## src/pmc_pkg.sv

```systemverilog
package pmc_pkg;

	// ----------------------------------------------------------------
	// Register map
	// ----------------------------------------------------------------
	localparam logic [3:0] MODE_CTRL_ADDR  = 4'h0;
	localparam logic [3:0] MODE_CTRL2_ADDR = 4'h4;
	localparam logic [3:0] STATUS_ADDR     = 4'h8;

	// ----------------------------------------------------------------
	// Field positions of system_mode_control
	// ----------------------------------------------------------------
	localparam int HLSEL_BIT = 0;
	localparam int IDLE_BIT  = 1;
	localparam int HRDY_BIT  = 2;
	localparam int LRDY_BIT  = 3;
	localparam int FAST_BIT  = 4;
	localparam int CKS_LSB   = 5;

	// ----------------------------------------------------------------
	// Field positions of system_mode_control_two and status
	// ----------------------------------------------------------------
	localparam int KEEP_BIT = 0;
	localparam int WDTEN_BIT = 1;
	localparam int WDTSRC_BIT = 2;
	localparam int DETEN_BIT = 3;
	localparam int PWRDN_BIT = 0;
	localparam int TOF_BIT   = 1;

	// ----------------------------------------------------------------
	// Reset values
	// ----------------------------------------------------------------
	localparam logic [7:0] MODE_CTRL_RST  = 8'h03;
	localparam logic [7:0] MODE_CTRL2_RST = 8'h00;

	// ----------------------------------------------------------------
	// Oscillator start-up counts, in cycles of the oscillator itself
	// ----------------------------------------------------------------
	localparam logic [10:0] XTAL_START_CYC = 11'h400;
	localparam logic [10:0] RC_HIGH_CYC    = 11'h010;
	localparam logic [10:0] RC_LOW_CYC     = 11'h002;
	localparam logic [10:0] RUN_WAKE_CYC   = 11'h002;

	// ----------------------------------------------------------------
	// Encodings
	// ----------------------------------------------------------------
	typedef enum logic [1:0] {
		HOSC_CRYSTAL = 2'b00,
		HOSC_EXT_RC  = 2'b01,
		HOSC_INT_RC  = 2'b10
	} pmc_hosc_t;

	typedef enum logic [2:0] {
		MODE_RUN      = 3'b000,
		MODE_DEEP     = 3'b001,
		MODE_KEEP     = 3'b010,
		MODE_IDLE_STP = 3'b011,
		MODE_IDLE_RUN = 3'b100,
		MODE_WAKE     = 3'b101
	} pmc_mode_t;

endpackage

```

## src/pmc_osc_if.sv

```systemverilog
interface pmc_osc_if;
	import pmc_pkg::*;

	// ----------------------------------------------------------------
	// Start-up timer request and answer
	// ----------------------------------------------------------------
	logic        start;
	logic [10:0] count;
	logic        tick;
	logic        hold;
	logic        ready;

	modport ctrl (output start, output count, output tick, output hold, input ready);
	modport tmr  (input start, input count, input tick, input hold, output ready);
endinterface

```

## src/pmc_osc_timer.sv

```systemverilog
module pmc_osc_timer
	import pmc_pkg::*;
(
	// Clock and reset
	input  wire logic clk_sys,
	input  wire logic rst_sync_b,
	// Control
	pmc_osc_if.tmr    osc
);

	logic [10:0] cnt_reg;
	logic [10:0] cnt_next;
	logic        rdy_reg;
	logic        rdy_next;

	// Ready is forced low while held, counts ticks after start, rises at the count.
	always_comb begin
		cnt_next = cnt_reg;
		rdy_next = rdy_reg;
		if (osc.hold) begin
			cnt_next = 11'h000;
			rdy_next = 1'b0;
		end else if (osc.start) begin
			cnt_next = 11'h000;
			rdy_next = 1'b0;
		end else if (!rdy_reg && osc.tick) begin
			if (cnt_reg + 11'h001 >= osc.count) begin
				rdy_next = 1'b1;
			end else begin
				cnt_next = cnt_reg + 11'h001;
			end
		end
	end

	always_ff @(posedge clk_sys or negedge rst_sync_b) begin
		if (!rst_sync_b) begin
			cnt_reg <= 11'h000;
			rdy_reg <= 1'b0;
		end else begin
			cnt_reg <= cnt_next;
			rdy_reg <= rdy_next;
		end
	end

	assign osc.ready = rdy_reg;

endmodule

```

## src/pmc_ctrl.sv

```systemverilog
// How it works
// Low-ready drops in deep sleep, rises 1024 crystal or 2 RC ticks after wake.
// High-ready low in any sleep or idle_stopped; rises 1024 or 16 ticks after wake.
// High-ready clears at power-on and sets once the fast oscillator is stable.
// Halt: idle_select 0 sleeps; 1 idles running or stopped by system_clock_keep.
// high_low_select 1 uses fast_clock; 0 uses divided fast_clock or slow_clock.
// Moving to slow_clock stops the fast oscillator and its /16 and /64 clocks.
// Fast wake only from sleep_keepalive or idle_stopped, never from deep_sleep.
// Crystal fast wake runs on sub_clock, switches after 1024 crystal ticks.
// RC system oscillators wake in their own counts; fast wake enable ignored.
// Software enters slow mode with select 0 and clock field 000 or 001.
// Slow mode switch waits for low-ready before slow_clock drives the system.
// Software returns to normal with select 1 or field 010..111, then checks ready.
// Halt, idle 0, no watchdog nor detector: deep sleep, clocks stop, watchdog cleared.
// Halt, idle 0, watchdog or detector on: keepalive, sub_clock runs, watchdog resumes; here its clock runs only when its source is sub_clock.
// idle_stopped: system clock off, time base and sub_clock on, watchdog by source.
// Any halt keeps state, sets power-down flag, clears watchdog timeout flag.
// Clock field: 000/001 slow_clock, 010..111 fast_clock divided by 64 down to 2.
// Fast wake enable only acts with the crystal, making sub_clock temporary.
// From idle_running the device resumes within two running oscillator cycles.
//
// Decided for this implementation: the address map and register access over Wishbone.
module pmc_ctrl
	import pmc_pkg::*;
(
	// Clock and reset
	input  wire logic       clk_sys,
	input  wire logic       rst_b,
	// Wishbone slave
	input  wire logic       wb_cyc_i,
	input  wire logic       wb_stb_i,
	input  wire logic       wb_we_i,
	input  wire logic [3:0] wb_adr_i,
	input  wire logic [3:0] wb_sel_i,
	input  wire logic [31:0] wb_dat_i,
	output logic [31:0]     wb_dat_o,
	output logic            wb_ack_o,
	// Core events and oscillator ticks
	input  wire logic       halt_req,
	input  wire logic       wake_req,
	input  wire logic       wdt_clear_req,
	input  wire logic       wdt_timeout,
	input  wire logic       fast_osc_tick,
	input  wire logic       low_osc_tick,
	input  wire logic       low_osc_is_crystal,
	input  wire logic [1:0] high_osc_type,
	// Clock controls
	output logic [2:0]      sys_clk_source,
	output logic            fast_osc_enable,
	output logic            fast_div_enable,
	output logic            sys_clk_enable,
	output logic            sub_clk_enable,
	output logic            time_base_enable,
	output logic            wdt_clk_enable,
	output logic            wdt_clear,
	output logic            cpu_run,
	output logic [2:0]      power_mode
);

	// ----------------------------------------------------------------
	// Reset release
	// ----------------------------------------------------------------
	logic rst_meta_reg;
	logic rst_sync_b;
	always_ff @(posedge clk_sys or negedge rst_b) begin
		if (!rst_b) begin
			rst_meta_reg <= 1'b0;
			rst_sync_b   <= 1'b0;
		end else begin
			rst_meta_reg <= 1'b1;
			rst_sync_b   <= rst_meta_reg;
		end
	end

	// ----------------------------------------------------------------
	// State
	// ----------------------------------------------------------------
	logic [7:0] ctrl_reg, ctrl_next;
	logic [7:0] ctrl2_reg, ctrl2_next;
	logic       pwrdn_reg, pwrdn_next;
	logic       tof_reg, tof_next;
	logic       ack_reg, ack_next;
	logic [31:0] dat_reg, dat_next;
	pmc_mode_t  mode_reg, mode_next;
	pmc_mode_t  from_reg, from_next;
	logic       subrun_reg, subrun_next;
	logic [1:0] rwc_reg, rwc_next;

	pmc_osc_if hi_if();
	pmc_osc_if lo_if();

	pmc_osc_timer u_hi (.clk_sys(clk_sys), .rst_sync_b(rst_sync_b), .osc(hi_if.tmr));
	pmc_osc_timer u_lo (.clk_sys(clk_sys), .rst_sync_b(rst_sync_b), .osc(lo_if.tmr));

	logic bus_req, wr_ctrl, wr_ctrl2;
	logic sel_slow, hi_stopped, wdt_on, keep_sub;
	logic halting, waking;

	assign bus_req  = wb_cyc_i && wb_stb_i && !ack_reg;
	assign wr_ctrl  = bus_req && wb_we_i && wb_sel_i[0] && (wb_adr_i == MODE_CTRL_ADDR);
	assign wr_ctrl2 = bus_req && wb_we_i && wb_sel_i[0] && (wb_adr_i == MODE_CTRL2_ADDR);

	// A codes 000 and 001 under select 0 pick slow_clock.
	assign sel_slow   = !ctrl_reg[HLSEL_BIT] && (ctrl_reg[CKS_LSB+2:CKS_LSB+1] == 2'b00);
	// Only the fast oscillator stops, and only once slow_clock really drives.
	assign hi_stopped = sel_slow && lo_if.ready;
	assign wdt_on     = ctrl2_reg[WDTEN_BIT];
	assign keep_sub   = wdt_on || ctrl2_reg[DETEN_BIT];
	assign halting    = (mode_reg == MODE_RUN) && halt_req;
	assign waking     = wake_req && (mode_reg == MODE_DEEP || mode_reg == MODE_KEEP
		|| mode_reg == MODE_IDLE_STP || mode_reg == MODE_IDLE_RUN);

	// ----------------------------------------------------------------
	// Register file and mode sequencing
	// ----------------------------------------------------------------
	always_comb begin
		ctrl_next   = ctrl_reg;
		ctrl2_next  = ctrl2_reg;
		pwrdn_next  = pwrdn_reg;
		tof_next    = tof_reg;
		mode_next   = mode_reg;
		from_next   = from_reg;
		subrun_next = subrun_reg;
		rwc_next    = rwc_reg;
		ack_next    = bus_req;
		dat_next    = dat_reg;
		if (wr_ctrl) begin
			ctrl_next[7:4] = wb_dat_i[7:4];
			ctrl_next[1:0] = wb_dat_i[1:0];
		end
		if (wr_ctrl2) begin
			ctrl2_next = wb_dat_i[7:0];
		end
		if (bus_req && !wb_we_i) begin
			case (wb_adr_i)
				MODE_CTRL_ADDR:  dat_next = {24'h000000, ctrl_reg[7:4], lo_if.ready, hi_if.ready, ctrl_reg[1:0]};
				MODE_CTRL2_ADDR: dat_next = {24'h000000, ctrl2_reg};
				STATUS_ADDR:     dat_next = {30'h0, tof_reg, pwrdn_reg};
				default:         dat_next = 32'h00000000;
			endcase
		end
		if (wdt_clear_req) begin
			pwrdn_next = 1'b0;
		end
		if (wdt_timeout) begin
			tof_next = 1'b1;
		end
		case (mode_reg)
			MODE_RUN: begin
				if (halt_req) begin
					pwrdn_next = 1'b1;
					tof_next = 1'b0;
					if (!ctrl_reg[IDLE_BIT]) begin
						mode_next = keep_sub ? MODE_KEEP : MODE_DEEP;
					end else begin
						mode_next = ctrl2_reg[KEEP_BIT] ? MODE_IDLE_RUN : MODE_IDLE_STP;
					end
				end
			end
			MODE_DEEP, MODE_KEEP, MODE_IDLE_STP, MODE_IDLE_RUN: begin
				if (wake_req) begin
					from_next = mode_reg;
					mode_next = MODE_WAKE;
					rwc_next  = 2'b00;
					// Crystal with fast wake and a running sub_clock lets the CPU start early.
					subrun_next = ctrl_reg[FAST_BIT] && (high_osc_type == HOSC_CRYSTAL)
						&& !sel_slow && (mode_reg == MODE_KEEP || mode_reg == MODE_IDLE_STP);
				end
			end
			MODE_WAKE: begin
				if (from_reg == MODE_IDLE_RUN) begin
					// Only real oscillator ticks count, so a slow oscillator stretches the wake as it should.
					if (low_osc_tick || fast_osc_tick) begin
						if (rwc_reg + 2'b01 >= RUN_WAKE_CYC[1:0]) begin
							mode_next = MODE_RUN;
						end else begin
							rwc_next = rwc_reg + 2'b01;
						end
					end
				end else if (sel_slow ? lo_if.ready : hi_if.ready) begin
					mode_next   = MODE_RUN;
					subrun_next = 1'b0;
				end else if (subrun_reg && lo_if.ready && low_osc_tick) begin
					mode_next = MODE_RUN;
				end
			end
			default: mode_next = MODE_RUN;
		endcase
		if (subrun_reg && hi_if.ready) begin
			subrun_next = 1'b0;
		end
	end

	always_ff @(posedge clk_sys or negedge rst_sync_b) begin
		if (!rst_sync_b) begin
			ctrl_reg   <= MODE_CTRL_RST;
			ctrl2_reg  <= MODE_CTRL2_RST;
			pwrdn_reg  <= 1'b0;
			tof_reg    <= 1'b0;
			ack_reg    <= 1'b0;
			dat_reg    <= 32'h00000000;
			mode_reg   <= MODE_RUN;
			from_reg   <= MODE_RUN;
			subrun_reg <= 1'b0;
			rwc_reg    <= 2'b00;
		end else begin
			ctrl_reg   <= ctrl_next;
			ctrl2_reg  <= ctrl2_next;
			pwrdn_reg  <= pwrdn_next;
			tof_reg    <= tof_next;
			ack_reg    <= ack_next;
			dat_reg    <= dat_next;
			mode_reg   <= mode_next;
			from_reg   <= from_next;
			subrun_reg <= subrun_next;
			rwc_reg    <= rwc_next;
		end
	end

	// ----------------------------------------------------------------
	// Oscillator start-up timers
	// ----------------------------------------------------------------
	logic hi_off;
	// The fast oscillator is off in every sleep and in idle_stopped, and in slow mode.
	assign hi_off = mode_reg == MODE_DEEP || mode_reg == MODE_KEEP || mode_reg == MODE_IDLE_STP
		|| hi_stopped;
	assign hi_if.hold  = hi_off;
	assign hi_if.start = 1'b0;
	assign hi_if.tick  = fast_osc_tick;
	assign hi_if.count = (high_osc_type == HOSC_CRYSTAL) ? XTAL_START_CYC : RC_HIGH_CYC;
	assign lo_if.hold  = (mode_reg == MODE_DEEP);
	assign lo_if.start = 1'b0;
	assign lo_if.tick  = low_osc_tick;
	assign lo_if.count = low_osc_is_crystal ? XTAL_START_CYC : RC_LOW_CYC;

	// ----------------------------------------------------------------
	// Clock gating outputs
	// ----------------------------------------------------------------
	// Source codes: 000 low oscillator, 001 undivided fast_clock, 010 to 111 fast_clock divided by 64 down to 2.
	// Slow code 001 is folded onto 000 so that slow_clock stays apart from source code 001, the undivided fast_clock.
	always_comb begin
		if (subrun_reg) begin
			sys_clk_source = 3'b000;
		end else if (ctrl_reg[HLSEL_BIT]) begin
			sys_clk_source = 3'b001;
		end else if (sel_slow && !lo_if.ready) begin
			sys_clk_source = 3'b010;
		end else if (sel_slow) begin
			sys_clk_source = 3'b000;
		end else begin
			sys_clk_source = ctrl_reg[CKS_LSB+2:CKS_LSB];
		end
	end

	assign fast_osc_enable  = !hi_off;
	assign fast_div_enable  = !hi_off;
	assign sys_clk_enable   = (mode_reg == MODE_RUN) || (mode_reg == MODE_IDLE_RUN)
		|| (mode_reg == MODE_WAKE && (hi_if.ready || lo_if.ready || subrun_reg));
	assign sub_clk_enable   = (mode_reg != MODE_DEEP);
	assign time_base_enable = (mode_reg != MODE_DEEP) && (mode_reg != MODE_KEEP);
	assign wdt_clk_enable   = wdt_on && (ctrl2_reg[WDTSRC_BIT] ? sub_clk_enable : sys_clk_enable);
	assign wdt_clear        = halting;
	assign cpu_run          = (mode_reg == MODE_RUN);
	assign power_mode       = mode_reg;
	assign wb_ack_o         = ack_reg;
	assign wb_dat_o         = dat_reg;

	// ----------------------------------------------------------------
	// Checks
	// ----------------------------------------------------------------
	a_deep_lowready: assert property (@(posedge clk_sys) disable iff (!rst_sync_b)
		mode_reg == MODE_DEEP |=> !lo_if.ready) else $error("low ready high in deep sleep");
	a_sleep_hiready: assert property (@(posedge clk_sys) disable iff (!rst_sync_b)
		(mode_reg == MODE_KEEP || mode_reg == MODE_IDLE_STP) |=> !hi_if.ready) else $error("high ready in sleep");
	a_halt_sleep: assert property (@(posedge clk_sys) disable iff (!rst_sync_b)
		halting && !ctrl_reg[IDLE_BIT] && !keep_sub |=> mode_reg == MODE_DEEP) else $error("no deep sleep");
	a_halt_keep: assert property (@(posedge clk_sys) disable iff (!rst_sync_b)
		halting && !ctrl_reg[IDLE_BIT] && keep_sub |=> mode_reg == MODE_KEEP) else $error("no keepalive");
	a_halt_idle: assert property (@(posedge clk_sys) disable iff (!rst_sync_b)
		halting && ctrl_reg[IDLE_BIT] |=> mode_reg == (ctrl2_reg[KEEP_BIT] ? MODE_IDLE_RUN : MODE_IDLE_STP))
		else $error("wrong idle mode");
	a_halt_flags: assert property (@(posedge clk_sys) disable iff (!rst_sync_b)
		halting |=> pwrdn_reg && !tof_reg) else $error("halt flags wrong");
	a_full_speed: assert property (@(posedge clk_sys) disable iff (!rst_sync_b)
		ctrl_reg[HLSEL_BIT] && !subrun_reg |-> sys_clk_source == 3'b001) else $error("not undivided");
	a_slow_stops: assert property (@(posedge clk_sys) disable iff (!rst_sync_b)
		hi_stopped |-> !fast_div_enable && !fast_osc_enable) else $error("fast clock left on");
	a_slow_wait: assert property (@(posedge clk_sys) disable iff (!rst_sync_b)
		mode_reg == MODE_RUN && sel_slow && !lo_if.ready && !subrun_reg |-> sys_clk_source == 3'b010
		&& fast_osc_enable) else $error("slow clock used before ready");
	a_deep_fast: assert property (@(posedge clk_sys) disable iff (!rst_sync_b)
		waking && mode_reg == MODE_DEEP |=> !subrun_reg) else $error("fast wake from deep");
	a_rc_no_fast: assert property (@(posedge clk_sys) disable iff (!rst_sync_b)
		waking && high_osc_type != HOSC_CRYSTAL |=> !subrun_reg) else $error("fast wake without crystal");
	a_xtal_switch: assert property (@(posedge clk_sys) disable iff (!rst_sync_b)
		subrun_reg && hi_if.ready |=> !subrun_reg) else $error("substitute clock kept after ready");
	a_deep_clocks: assert property (@(posedge clk_sys) disable iff (!rst_sync_b)
		mode_reg == MODE_DEEP |-> !sys_clk_enable && !sub_clk_enable && !time_base_enable && !wdt_clk_enable)
		else $error("deep sleep clocks wrong");
	a_keep_clocks: assert property (@(posedge clk_sys) disable iff (!rst_sync_b)
		mode_reg == MODE_KEEP |-> !sys_clk_enable && sub_clk_enable && !time_base_enable)
		else $error("keepalive clocks wrong");
	a_idle_clocks: assert property (@(posedge clk_sys) disable iff (!rst_sync_b)
		mode_reg == MODE_IDLE_STP |-> !sys_clk_enable && sub_clk_enable && time_base_enable)
		else $error("idle_stopped clocks wrong");
	a_idle_run_clocks: assert property (@(posedge clk_sys) disable iff (!rst_sync_b)
		mode_reg == MODE_IDLE_RUN |-> sys_clk_enable && time_base_enable && !cpu_run)
		else $error("idle_running clocks wrong");
	a_run_wake: assert property (@(posedge clk_sys) disable iff (!rst_sync_b)
		(mode_reg == MODE_WAKE && from_reg == MODE_IDLE_RUN && (low_osc_tick || fast_osc_tick))[*2]
		|=> mode_reg == MODE_RUN) else $error("idle_running slow wake");
	c_deep: cover property (@(posedge clk_sys) mode_reg == MODE_DEEP ##[1:50] mode_reg == MODE_RUN);
	c_fast_wake: cover property (@(posedge clk_sys) subrun_reg && mode_reg == MODE_RUN);
	c_slow: cover property (@(posedge clk_sys) hi_stopped);
	c_idle_run: cover property (@(posedge clk_sys) mode_reg == MODE_IDLE_RUN ##[1:10] mode_reg == MODE_RUN);

endmodule

```

## config.mk

```make
export PLATFORM = sky130hd
export DESIGN_NAME = pmc_ctrl
export DESIGN_NICKNAME = d
export VERILOG_FILES = /design/src/pmc_pkg.sv /design/src/pmc_osc_if.sv /design/src/pmc_osc_timer.sv /design/src/pmc_ctrl.sv
export SDC_FILE = /design/constraint.sdc
export NUM_CORES = 1
export LEC_CHECK = 0
export BUFFER_PORTS_ARGS = -buffer_cell sky130_fd_sc_hd__buf_2
export CAP_MARGIN = 10
export CORE_ASPECT_RATIO = 1.2
export CORE_UTILIZATION = 52
export DETAILED_ROUTE_END_ITERATION = 16
export GPL_ROUTABILITY_DRIVEN = 0
export PLACE_DENSITY_LB_ADDON = 0.05
export SYNTH_ARGS = -nofsm -noshare
export SYNTH_HDL_FRONTEND = slang
export SYNTH_SLANG_ARGS = --single-unit
```

## constraint.sdc

```tcl
create_clock -name clk_sys -period 2.38 [get_ports clk_sys]
set_input_delay 0.238 -clock clk_sys [delete_from_list [all_inputs] [get_ports clk_sys]]
set_output_delay 0.238 -clock clk_sys [all_outputs]
set_load 0.01 [all_outputs]
```

* Yosys cells after proc, flatten, opt, wreduce, memory -nomap -nowiden
Cells that the tools add are included.
W data, S select, Z words.
** Operators by class
- Add/sub/neg operators :: 3
- $lt $le $gt $ge :: 3
- Equality and inequality tests :: 23
- Muxes and demuxes :: 48
- Reduce and logical (&&, ||, !) cells :: 58
** Operators by type and width (number)
- $mux W11 :: 8
- $mux W3 :: 13
- $pmux W8 S3 :: 1
- $add A11 B1 Y11 const B :: 2
- $ge A11 B11 Y1 :: 2
- $logic_and A1 B1 Y1 :: 22
- $mux W1 :: 18
- $ne A3 B3 Y1 const B :: 5
- $ne A2 B2 Y1 const B :: 7
- $logic_or A1 B1 Y1 :: 10
- $mux W2 :: 5
- $reduce_and A2 Y1 :: 5
- $reduce_and A5 Y1 :: 2
- $reduce_bool A2 Y1 :: 5
- $eq A3 B3 Y1 const B :: 3
- $pmux W3 S3 :: 1
- $logic_not A1 Y1 :: 7
- $eq A3 B2 Y1 const B :: 2
- $eq A4 B3 Y1 const B :: 1
- $eq A4 B4 Y1 const B :: 1
- $logic_not A2 Y1 :: 2
- $logic_not A4 Y1 :: 1
- $ne A4 B4 Y1 const B :: 1
- $pmux W2 S2 :: 1
- 10 further kinds :: 10
** Word-level totals
- Register bits :: 84
- Bits of input ports :: 54
- Output and inout port bits :: 47
- Logic and storage cells :: 151

* Logic depth before layout (Yosys ltp)
Gate-level depths: netlist of run 1.
- Depth in word-level cells :: 8
- Gate-level depth with buffers :: 10
- Gate-level depth less buffers :: 10

* Cells and area by module
From an unflattened synthesis of run 1, not the netlist that was laid out.
** Second synthesis, totals
- Cells, all modules :: 444
- Area, all modules :: 4159.0 um^2
** Modules (own cells, without submodules)
- pmc_ctrl :: instances 1, cells each 205, area each 2053.2 um^2, seq. area each 903.4 um^2
- pmc_osc_timer (u_hi) :: instances 1, cells each 121, area each 1067.3 um^2, seq. area each 300.3 um^2
- pmc_osc_timer (u_lo) :: instances 1, cells each 118, area each 1038.5 um^2, seq. area each 300.3 um^2

* Worst setup path before layout of run 1
Ideal clock, no wire load.
- Kind :: register to register
- From :: register u_hi.cnt_reg[0]
- To :: register u_hi.cnt_reg[8]
- Setup time :: 132 ps
- Arrival time :: 2534 ps
- Data required time :: 2248 ps
- Slack :: -286 ps
- Stages on the path, launching flop included :: 11
- Buffers on the path :: 1
- Period minus slack after synthesis :: 2666 ps
- Cell sequence :: dfrtp_1 -> ha_1 -> and4_1 -> nand4_1 -> xnor2_1 -> ha_1 -> or3b_2 -> buf_1 -> a2111oi_1 -> xnor2_1 -> nor2_1
** On the way
- Cells in the longest elaborated chain, start to end :: 4
- Elaborated cells between the ends (all ways) :: 7
- Classes of those cells :: add/sub (1); order compare (1); eq/ne (1); mux (3); reduce/logical (1)
** Ends and longest elaborated chain
- start: declaration :: line pmc_osc_timer.sv:11 : logic [10:0] cnt_reg;
- start signal: assignment :: line pmc_osc_timer.sv:40 : cnt_reg <= cnt_next;
- $add A11 B1 Y11 * :: line pmc_osc_timer.sv:27, pmc_osc_timer.sv:30
- $ge A11 B11 Y1 / $mux W11 (equally long branches) :: line pmc_osc_timer.sv:27 : if (cnt_reg + 11'h001 >= osc.count) begin
- $ne A2 B2 Y1 (no source line) / $mux W11 (equally long branches)
- $reduce_and A2 Y1 (no source line) / $mux W11 (equally long branches)
Mark *: on every way between the ends. The rest lies on a longest branch, timed or not. The select of a mux whose other input is x is not followed.
A chain may end at the register's enable or synchronous reset.

* Final worst setup path of run 1
- From :: register u_lo.cnt_reg[0]
- To :: register u_lo.cnt_reg[3]
** On the way
- Cells in the longest elaborated chain, start to end :: 4
- Elaborated cells between the ends (all ways) :: 7
- Classes of those cells :: add/sub (1); order compare (1); eq/ne (1); mux (3); reduce/logical (1)
** Ends and longest elaborated chain (line)
- start: declaration :: pmc_osc_timer.sv:11
- start signal: assignment :: pmc_osc_timer.sv:40
- $add A11 B1 Y11 * :: pmc_osc_timer.sv:27, pmc_osc_timer.sv:30
- $ge A11 B11 Y1 / $mux W11 (equally long branches) :: pmc_osc_timer.sv:27
- $ne A2 B2 Y1 (no source line) / $mux W11 (equally long branches)
- $reduce_and A2 Y1 (no source line) / $mux W11 (equally long branches)
Marks and branches as above.

==> results of run 1 <==
stage by stage:
stage	util, %	cell area (um^2)	std cells
finish	71.30	4624	572
detailed placement	62.94	4083	535
CTS	67.57	4383	562
global placement	62.94	4083	535
global route	71.30	4624	572
floorplan	-	3665	398
report_power, final:
part           internal [W]  switching [W]  leakage (nW)
logic              0.000581       0.000725          1.29
registers           0.00116       0.000172         0.799
clock network      0.000408       0.000431        0.0855
cell type report:
cell class              instances  area [um^2]  share of cell area (%)
well taps                      85        106.4                   2.300
repair buffers                110        740.7                   16.02
clock inverters                 5        37.54                  0.8117
multi-input cells             291         2054                   44.43
flip-flops and latches         60         1506                   32.58
clock buffers                  11        141.4                   3.057
inverters                      10        37.54                  0.8117
final timing paths:
check	slack [ns]	endpoint	cells past startpoint
setup / recovery	-0.12	u_lo.cnt_reg[3]	10
hold / removal	0.12	tof_reg	3
setup reg to reg	-0.12	u_lo.cnt_reg[3]	10
hold reg to reg	0.27	ctrl_reg[4]	0
max in group asynchronous	1.47	ctrl_reg[0]	1
min in group asynchronous	0.20	rst_sync_b	2
Yosys cell counts (7+ instances only):
library cell	instances	area (um^2)
dfrtp_1	58	1451
nor2_1	37	138.9
nand2_1	35	131.4
buf_4	25	187.7
a21oi_1	24	120.1
o21ai_0	17	85.08
mux2_2	16	180.2
xnor2_1	14	122.6
clkbuf_1	10	37.54
inv_1	10	37.54
nand3_1	10	50.05
nor3_1	10	50.05
a211oi_1	8	60.06
a31o_2	8	70.07
a22oi_1	7	52.55
mux2i_1	7	70.07
layer usage:
layer	GRT usage (%)	vias to the layer above	share of wire, %
met4	8.019	0	1.0
met1	32.53	1534	44
met3	5.025	9	3.0
li1	-	1502	-
met5	0	-	0
met2	40.41	60	51
logic make-up after synthesis:
group,synth area share (%)
AO/OA/AOI/OAI,15.27
XOR/XNOR,4.949
adder cells (fa/ha/maj),2.121
buffers and inverters,7.847
flip-flops,42.49
multiplexers,7.070
other,0.2122
AND/OR/NAND/NOR,20.04
what timing repair did:
item	4_1_cts	5_1_grt
endpoints found under the hold margin	2	0
setup buffers	10	10
cloned	0	0
resized for setup	7	32
setup endpoints to repair	13	25
pin swaps	10	20
hold buffers	1	0
worst max-delay path: stages (launching register included):
cell and delay [ns]:
dfrtp_1 0.37, ha_2 0.18, and3_4 0.19, and4_4 0.23, xor2_2 0.14, ha_1 0.25
a31o_1 0.22, nor4b_4 0.33, buf_6 0.18, a21oi_1 0.07, a31o_2 0.21
placed cells by master, fill, tap and decap left out, drive strengths merged, types with 8 or more instances in the layout:
cell      n
buf     109
o21ai    17
nand2    35
nor3     10
a31o      9
inv      10
nor2     38
conb     25
dfrtp    58
clkbuf   11
a21oi    25
nand3    10
a211oi    8
xnor2    14
mux2     16
==> key figures, run 1 <==
Status
  • Status: finished with violations
  • Violated checks: negative setup slack

Floorplan
  • I/O pin total: 101
  • Effective utilization at floorplan: 54.57%
  • Placeable core area: 0.006486 mm^2
  • Die outline area: 0.007142 mm^2
  • Die extent in x: 77.32 um
  • Die Ht: 92.38 um
  • FP Rows: 32

Yosys
  • Gate count after technology mapping: 375
  • Average footprint of a synthesized cell: 9.439 um^2
  • Fraction of synthesis flops using an asynchronous set or reset pin: 100.0%
  • Seq/Total Area, Yosys: 42.49%
  • Library cells used by synthesis: 57
  • Ys flop type: dfrtp_1
  • Ys Warns: 0
  • Synth Cell Area: 0.003540 mm^2
  • Total of flip-flops plus latches after synthesis: 60
  • Number of synthesized flops with an enable pin: 0

Clocking
  • Register clock-pin slew on the reported worst setup and hold paths: 0.07 ns
  • Number of levels the H-tree was split into: 3
  • Root buffer selected by CTS: clkbuf_8
  • Num Clock Sinks: 60
  • Clk buf depth: 2
  • Number of CTS-inserted buffers: 9
  • CTS tree: done
  • Worst-Skew Late Latency: 0.34 ns

Global routing
  • Aggregate global-route resource usage: 24.65%
  • Via count of the first global-routing pass: 2,919
  • Gr ovfl total: 0
  • First-pass GRT wire length: 13,780 um
  • Initial antenna violation count: 0
  • Largest net degree at the start of global routing: 36

STA
  • Relative slew slack: 59.89%
  • Final Hold Vio Count: 0
  • Worst Skew: 0.006044 ns
  • Post-route worst hold slack: 0.1186 ns
  • Total negative setup slack: -1.215 ns
  • Unrepaired setup endpoints after global routing: yes
  • Crit path time final: 2.497 ns
  • Actual transition at the worst max-transition pin: 0.5994 ns
  • Number of pins exceeding their max-slew limit in the final report: 0
  • Share of the clock period used by the worst path after layout: 104.9%
  • Fmax: 400.5 MHz
  • Setup-failing EPs final: 17
  • Setup slack after layout: -0.1172 ns

Route
  • Total number of vias: 3,105
  • Initial DRC Count: 161
  • Detailed Route WL: 8699 um
  • Per-cell via count in the routed design: 5.428
  • Routed length per placed instance: 15.21 um
  • DR DRC count: 0
  • Pre-antenna DRT Iters: 4
  • ANT nets after route: 0

Worst setup path
  • Critical path type: flip-flop to flip-flop
  • Critical Path Fanout Max: 8
  • Critical path origin: u_lo.cnt_reg[0]
  • Critical Path Source Type: flip-flop
  • Element type at the critical path end: flip-flop
  • Required time reported for the critical path endpoint: 2.62 ns
  • Startpoint of the worst register-to-register path: u_lo.cnt_reg[0]
  • Crit path DAT: 2.73 ns

Place
  • Number of buffers inserted by port buffering: 49
  • HPWL after detailed placement: 5943 um
  • Post-placement setup slack: -0.09838 ns

Power and ir drop
  • Total power: 0.003471 W
  • Leakage: 2.179 nW
  • Peak ir drop on the vdd network: 0.0004689 V
  • Power density relative to cell area: 750.7 mW/mm^2

Finish
  • Number of nets in the layout: 542
  • Layout overhead on the synthesized area: 30.65%
  • Share of layout cells above drive strength 1: 40.45%
  • Layout fillers: 519
  • Count of antenna diodes in the layout: 0

Job
  • MaxCap Viol Count: 0

Hold path
  • Worst Min Path Start: wdt_timeout
  • Class of the tightest hold or removal check: input pin to flip-flop
Note: power is estimated with default switching activity, not from simulation.
==> run 2: changes to the inputs <==
--- a/config.mk
+++ b/config.mk
@@ -11,7 +11,7 @@
 export CORE_UTILIZATION = 52
 export DETAILED_ROUTE_END_ITERATION = 16
 export GPL_ROUTABILITY_DRIVEN = 0
-export PLACE_DENSITY_LB_ADDON = 0.05
+export PLACE_DENSITY = 0.8
 export SYNTH_ARGS = -nofsm -noshare
 export SYNTH_HDL_FRONTEND = slang
 export SYNTH_SLANG_ARGS = --single-unit
==> key figures, run 2 (synthesized netlist as in run 1, its figures left out) <==
Status
  • Status: finished with violations (unchanged)
  • Violated checks: negative setup slack (unchanged)

Clocking
  • Worst-Skew Late Latency: 0.35 ns (was 0.34 ns)
  • Number of CTS-inserted buffers: 9 (unchanged)
  • Register clock-pin slew on the reported worst setup and hold paths: 0.07 ns (about the same)
  • Num Clock Sinks: 60 (unchanged)
  • Clk buf depth: 2 (unchanged)
  • Number of levels the H-tree was split into: 3 (unchanged)
  • CTS tree: done (unchanged)
  • Root buffer selected by CTS: clkbuf_8 (unchanged)

Worst setup path
  • Crit path max-delay cell type: or3b_4 (was dfrtp_1)
  • Critical path type: flip-flop to flip-flop (unchanged)
  • Crit path DAT: 2.75 ns (was 2.73 ns)
  • Sequence of cells on the critical path: ha_4 > and4_4 > nand4_1 > xnor2_1 > ha_2 > or3b_4 > a21oi_4 > buf_6 > a21bo_2 > a21oi_2 (was ha_2 > and3_4 > and4_4 > xor2_2 > ha_1 > a31o_1 > nor4b_4 > buf_6 > a21oi_1 > a31o_2)
  • Buffers & Inverters on Critical Path: 1 (unchanged)
  • Required time reported for the critical path endpoint: 2.61 ns (was 2.62 ns)
  • Kind of cell with the highest combined delay on the critical path: simple AND/OR/NAND/NOR gates (unchanged)
  • Critical Path Source Type: flip-flop (unchanged)
  • CP max stage delay: 0.47 ns (was 0.37 ns)
  • Element type at the critical path end: flip-flop (unchanged)
  • Setup slack on the worst flop-to-flop path: -0.14 ns (was -0.12 ns)
  • Critical Path Fanout Max: 6 (was 8)

Place
  • Number of buffers inserted by port buffering: 49 (unchanged)
  • HPWL after detailed placement: 5931 um (was 5943 um)
  • Total placed cells including tap cells: 528 (was 535)

Route
  • DRT met1 WL: 3560 um (was 3871 um)
  • DR DRC count: 0 (unchanged)
  • Total number of vias: 3,063 (was 3,105)
  • ANT nets after route: 0 (unchanged)
  • Initial DRC Count: 174 (was 161)
  • Per-cell via count in the routed design: 5.529 (was 5.428)
  • Met2 wire length: 4469 um (was 4475 um)
  • Pre-antenna DRT Iters: 4 (unchanged)
  • Detailed Route WL: 8417 um (was 8699 um)
  • Detailed route wirelength on metal3: 257 um (was 263 um)
  • Routed length per placed instance: 15.19 um (was 15.21 um)
  • Top layer reached by signal wires: met4 (unchanged)

STA
  • Relative slew slack: 54.74% (was 59.89%)
  • Total negative setup slack: -1.748 ns (was -1.215 ns)
  • Unrepaired setup endpoints after global routing: yes (unchanged)
  • Worst Skew: 0.008824 ns (was 0.006044 ns)
  • Setup slack after layout: -0.1386 ns (was -0.1172 ns)
  • Crit path time final: 2.519 ns (was 2.497 ns)
  • Number of pins exceeding their max-slew limit in the final report: 0 (unchanged)
  • Actual transition at the worst max-transition pin: 0.6789 ns (was 0.5994 ns)
  • Setup-failing EPs final: 16 (was 17)
  • Share of the clock period used by the worst path after layout: 105.8% (was 104.9%)
  • Final Hold Vio Count: 0 (unchanged)
  • Fmax: 397.0 MHz (was 400.5 MHz)

Power and ir drop
  • Power density relative to cell area: 779.3 mW/mm^2 (was 750.7 mW/mm^2)
  • Pint: 0.002159 W (was 0.002144 W)
  • Total power: 0.003484 W (was 0.003471 W)
  • Switching power as a share of total power: 38.04% (was 38.24%)
  • Net switching power of the design: 0.001325 W (was 0.001328 W)
  • Fraction of power consumed by the clock network: 24.1% (about the same)
  • Leakage: 2.084 nW (was 2.179 nW)
  • Power share of the sequential group: 38.9% (was 38.2%)
  • Share of total power in combinational logic: 37.0% (was 37.6%)
  • Peak ir drop on the vdd network: 0.0005329 V (was 0.0004689 V)

Finish
  • Non-filler instance count after layout: 554 (was 572)
  • Commonest non-fill, non-tap cell in the layout: dfrtp_1 (unchanged)
  • Most frequent cells in the layout: dfrtp_1 (57), buf_2 (49), nor2_1 (37), buf_4 (37), nand2_1 (35) (was dfrtp_1 (56), buf_4 (53), buf_2 (49))
  • Register area: 0.001505 mm^2 (was 0.001506 mm^2)
  • Share of layout cells above drive strength 1: 36.67% (was 40.45%)
  • Number of nets in the layout: 524 (was 542)
  • Layout overhead on the synthesized area: 26.30% (was 30.65%)
  • Count of antenna diodes in the layout: 0 (unchanged)
  • Layout fillers: 477 (was 519)
  • Multi-input gate area in the final layout: 0.002034 mm^2 (was 0.002054 mm^2)

Job
  • MaxCap Viol Count: 0 (unchanged)

Floorplan
  • Die Ht: 92.38 um (unchanged)
  • Die extent in x: 77.32 um (unchanged)
  • I/O pin total: 101 (unchanged)
  • Die outline area: 0.007142 mm^2 (unchanged)
  • FP Rows: 32 (unchanged)
  • Placeable core area: 0.006486 mm^2 (unchanged)
  • Effective utilization at floorplan: 54.57% (unchanged)

Global routing
  • Initial antenna violation count: 0 (unchanged)
  • Largest net degree at the start of global routing: 31 (was 36)
  • First-pass GRT wire length: 13,420 um (was 13,780 um)
  • Aggregate global-route resource usage: 24.19% (was 24.65%)
  • Gr ovfl total: 0 (unchanged)
  • Via count of the first global-routing pass: 2,933 (was 2,919)

Hold path
  • Class of the tightest hold or removal check: input pin to flip-flop (unchanged)
[run 2: cell count changes in the layout (fill, tap and decap cells not counted), moves of 2 or more]
cell	before	now
buf_6	6	3
a21oi_1	18	15
a21oi_2	6	9
buf_4	53	37
xor2_1	3	5
clkinv_4	2	0
[run 2: power by group through the flow]
stage	combinational, W	clock [W]	sequential [W]
after floorplan	0.000810	0	0.00130
after detailed placement	0.00117	0	0.00136
after CTS	0.00123	0.000857	0.00135
after global placement	0.00113	0	0.00135
final	0.00129	0.000841	0.00136
after global routing	0.00142	0.000897	0.00138
[run 2: timing repair]
item / 4_1_cts / 5_1_grt
pin swaps: 6 / 25
gates resized for setup: 14 / 18
setup endpoints to repair: 13 / 22
cloned: 1 / 0
setup buffers: 6 / 3
hold buffers: 1 / 0
endpoints found under the hold margin: 2 / 0
[run 2: final cells by class]
| cell class | instances | area share [%] |
|---|---|---|
| multi-input combinational | 291 | 45.51 |
| sequential | 60 | 33.67 |
| timing repair buffer | 92 | 13.57 |
| clock buffer | 12 | 3.470 |
| tap | 85 | 2.379 |
| inverter | 10 | 0.8396 |
| clock inverter | 4 | 0.5598 |
[run 2: through the flow]
step	hold slack (ns)	area, um^2	util (%)	setup WS, ns
floorplan	-0.05759	3665	-	-0.1551
global placement	0.02328	4030	62.13	-0.08610
detailed placement	0.02597	4030	62.13	-0.1809
CTS	0.09874	4344	66.98	-0.1251
global route	0.1195	4471	68.92	-0.2690
finish	0.1080	4471	68.92	-0.1386
[run 2: final timing paths]
kind	from	to	cells past startpoint
setup / recovery	u_hi.cnt_reg[0]	u_hi.cnt_reg[2]	10
hold / removal	wdt_timeout	tof_reg	3
setup reg to reg	u_hi.cnt_reg[0]	u_hi.cnt_reg[2]	10
hold reg to reg	rst_sync_b	ctrl2_reg[5]	0
max in group asynchronous	rst_sync_b	u_hi.cnt_reg[7]	1
min in group asynchronous	rst_b	rst_sync_b	2
[run 2: routing by layer]
metal	global-route usage, %	up-vias
li1	-	1465
met1	28.83	1504
met2	42.77	80
met3	5.517	14
met4	8.019	0
met5	0	-
[run 2: worst min-delay path: stages]
cell,delay [ns]
buf_2,0.07
nor2_1,0.03
nor2_1,0.07
==> run 3: changes to the inputs <==
--- a/config.mk
+++ b/config.mk
@@ -8,10 +8,10 @@
 export BUFFER_PORTS_ARGS = -buffer_cell sky130_fd_sc_hd__buf_2
 export CAP_MARGIN = 10
 export CORE_ASPECT_RATIO = 1.2
-export CORE_UTILIZATION = 52
+export CORE_UTILIZATION = 57
 export DETAILED_ROUTE_END_ITERATION = 16
 export GPL_ROUTABILITY_DRIVEN = 0
-export PLACE_DENSITY = 0.8
+export PLACE_DENSITY = 0.86
 export SYNTH_ARGS = -nofsm -noshare
 export SYNTH_HDL_FRONTEND = slang
 export SYNTH_SLANG_ARGS = --single-unit
==> constraint.sdc (replaced) <==
create_clock -name clk_sys -period 3.1 [get_ports clk_sys]
set_input_delay 0.31 -clock clk_sys [delete_from_list [all_inputs] [get_ports clk_sys]]
set_output_delay 0.31 -clock clk_sys [all_outputs]
set_load 0.01 [all_outputs]
==> key figures, run 3 (synthesized netlist as in run 1, its figures left out) <==
Status
  • Status: finished clean (was finished with violations)

Worst setup path
  • Crit path DAT: 3.11 ns (was 2.75 ns)
  • Required time reported for the critical path endpoint: 3.33 ns (was 2.61 ns)
  • Element type at the critical path end: flip-flop (unchanged)
  • Startpoint of the worst register-to-register path: u_hi.cnt_reg[0] (unchanged)
  • Critical Path Source Type: flip-flop (unchanged)
  • Depth of the worst register-to-register path: 9 (was 10)
  • Worst r2r dst: u_hi.cnt_reg[5] (was u_hi.cnt_reg[2])
  • Critical Path Fanout Max: 8 (was 6)
  • Critical path origin: u_hi.cnt_reg[0] (unchanged)
  • Setup slack on the worst flop-to-flop path: 0.22 ns (was -0.14 ns)
  • Critical path type: flip-flop to flip-flop (unchanged)

Finish
  • Final standard cell area without fillers: 0.003975 mm^2 (was 0.004471 mm^2)
  • Non-filler instance count after layout: 517 (was 554)
  • Number of nets in the layout: 490 (was 524)
  • Commonest non-fill, non-tap cell in the layout: dfrtp_1 (unchanged)
  • Most frequent cells in the layout: dfrtp_1 (57), buf_2 (49), nor2_1 (37) (was dfrtp_1 (57), buf_2 (49), nor2_1 (37), buf_4 (37), nand2_1 (35))
  • Share of layout cells above drive strength 1: 25.75% (was 36.67%)
  • Register area: 0.001505 mm^2 (unchanged)
  • Layout fillers: 484 (was 477)
  • Final core occ: 66.12% (was 68.92%)
  • Count of antenna diodes in the layout: 0 (unchanged)
  • Multi-input gate area in the final layout: 0.001844 mm^2 (was 0.002034 mm^2)
  • Layout overhead on the synthesized area: 12.30% (was 26.30%)

Clocking
  • Clk buf depth: 2 (unchanged)
  • Number of levels the H-tree was split into: 3 (unchanged)
  • Num Clock Sinks: 60 (unchanged)
  • CTS tree: done (unchanged)
  • Root buffer selected by CTS: clkbuf_8 (unchanged)
  • Number of CTS-inserted buffers: 9 (unchanged)
  • # Post-CTS Setup Buffers: 0 (was 6)
  • Worst-Skew Late Latency: 0.34 ns (was 0.35 ns)
  • Register clock-pin slew on the reported worst setup and hold paths: 0.07 ns (about the same)

Hold path
  • Endpoint of the worst hold-timing path: tof_reg (unchanged)
  • Worst Min Path Start: wdt_timeout (unchanged)
  • Class of the tightest hold or removal check: input pin to flip-flop (unchanged)
  • Number of cells on the worst hold path: 3 (unchanged)

STA
  • Worst Skew: 0.009321 ns (was 0.008824 ns)
  • Setup-failing EPs final: 0 (was 16)
  • Crit path time final: 2.882 ns (was 2.519 ns)
  • Fmax: 347.0 MHz (was 397.0 MHz)
  • Relative slew slack: 42.59% (was 54.74%)
  • Unrepaired setup endpoints after global routing: yes (unchanged)
  • Share of the clock period used by the worst path after layout: 92.96% (was 105.8%)
  • Actual transition at the worst max-transition pin: 0.8522 ns (was 0.6789 ns)
  • Number of pins exceeding their max-slew limit in the final report: 0 (unchanged)
  • Final Hold Vio Count: 0 (unchanged)

Global routing
  • Largest net degree at the start of global routing: 40 (was 31)
  • First-pass GRT wire length: 12,520 um (was 13,420 um)
  • Gr ovfl total: 0 (unchanged)
  • Initial antenna violation count: 0 (unchanged)
  • Aggregate global-route resource usage: 25.33% (was 24.19%)
  • Via count of the first global-routing pass: 2,786 (was 2,933)

Route
  • Total number of vias: 2,899 (was 3,063)
  • Initial DRC Count: 227 (was 174)
  • Detailed Route WL: 7493 um (was 8417 um)
  • Per-cell via count in the routed design: 5.607 (was 5.529)
  • Pre-antenna DRT Iters: 4 (unchanged)
  • DR DRC count: 0 (unchanged)
  • Routed length per placed instance: 14.49 um (was 15.19 um)
  • ANT nets after route: 0 (unchanged)

Place
  • Total placed cells including tap cells: 500 (was 528)
  • HPWL after detailed placement: 5365 um (was 5931 um)
  • Number of buffers inserted by port buffering: 49 (unchanged)
  • Placed inst area: 0.003795 mm^2 (was 0.004030 mm^2)

Floorplan
  • Die Ht: 88.33 um (was 92.38 um)
  • Placeable core area: 0.006012 mm^2 (was 0.006486 mm^2)
  • Effective utilization at floorplan: 58.88% (was 54.57%)
  • I/O pin total: 101 (unchanged)
  • Die outline area: 0.006530 mm^2 (was 0.007142 mm^2)
  • Die extent in x: 73.94 um (was 77.32 um)
  • FP Rows: 31 (was 32)

Power and ir drop
  • Peak ir drop on the vdd network: 0.0004295 V (was 0.0005329 V)
  • Leakage: 1.889 nW (was 2.084 nW)
  • Power density relative to cell area: 615.0 mW/mm^2 (was 779.3 mW/mm^2)

Job
  • MaxCap Viol Count: 0 (unchanged)
[run 3: cell count changes in the layout (fill, tap and decap cells not counted), moves of 3 or more]
cell      delta
a211oi_1     +6
a21oi_2      -8
a211oi_2     -5
buf_6        -3
buf_4       -29
ha_1         +3
a21oi_1      +9
[run 3: cell type report]
| cell class | count | area share (%) |
|---|---|---|
| multi-input combinational | 291 | 46.40 |
| sequential | 60 | 37.87 |
| timing repair buffer | 58 | 7.932 |
| clock buffer | 10 | 3.211 |
| tap | 82 | 2.581 |
| clock inverter | 6 | 1.070 |
| inverter | 10 | 0.9443 |
[run 3: what timing repair did]
item | in CTS | in global routing
setup endpoints to repair | 0 | 2
hold endpoints to repair | 2 | 0
gates resized for setup | 0 | 0
hold buffers | 1 | 0
[run 3: worst max-delay path by stage]
| stage | to | slack, ns | cells past startpoint |
|---|---|---|---|
| 6_report | u_hi.cnt_reg[5] | 0.22 | 9 |
| 5_1_grt | u_hi.cnt_reg[5] | -0.02 | 9 |
| 4_1_cts | u_hi.cnt_reg[5] | 0.23 | 9 |
| 3_5_place_dp | u_hi.cnt_reg[5] | 0.26 | 9 |
| 3_3_place_gp | u_hi.cnt_reg[5] | 0.34 | 9 |
| 2_1_floorplan | u_hi.cnt_reg[8] | 0.43 | 10 |
[run 3: worst max-delay path, cell delays in order, from the launching register on]
cell and delay [ns]:
dfrtp_1 0.41, ha_1 0.25, and4_1 0.29, nand4_1 0.17, xnor2_1 0.17, ha_1 0.19
or3b_2 0.53, a21oi_2 0.37, a211oi_1 0.14, a31o_2 0.25
[run 3: stage by stage]
stage / hold slack, ns / power, W / setup TNS (ns) / setup WS (ns)
2_1_floorplan: 0.01441 / 0.001612 / 0 / 0.4345
3_3_place_gp: 0.09455 / 0.001806 / 0 / 0.3383
3_5_place_dp: 0.09593 / 0.001837 / 0 / 0.2609
4_1_cts: 0.1647 / 0.002462 / 0 / 0.2288
5_1_grt: 0.1921 / 0.002616 / -0.03475 / -0.02241
6_report: 0.1838 / 0.002445 / 0 / 0.2182
[run 3: layer usage]
metal / global-route usage, % / up-vias / part of all wire, %
met4: 9.790 / 0 / 1.7
met2: 43.72 / 69 / 52
met1: 30.68 / 1426 / 43
met3: 5.467 / 12 / 4.0
met5: 0 / - / 0
li1: - / 1392 / -
[run 3: power breakdown]
group          total, W  internal (W)  leakage, nW  switching (W)
Combinational  0.000784      0.000320         1.01       0.000463
Sequential      0.00105      0.000885        0.800       0.000164
Clock          0.000612      0.000289       0.0822       0.000323
Total           0.00244       0.00149         1.89       0.000951
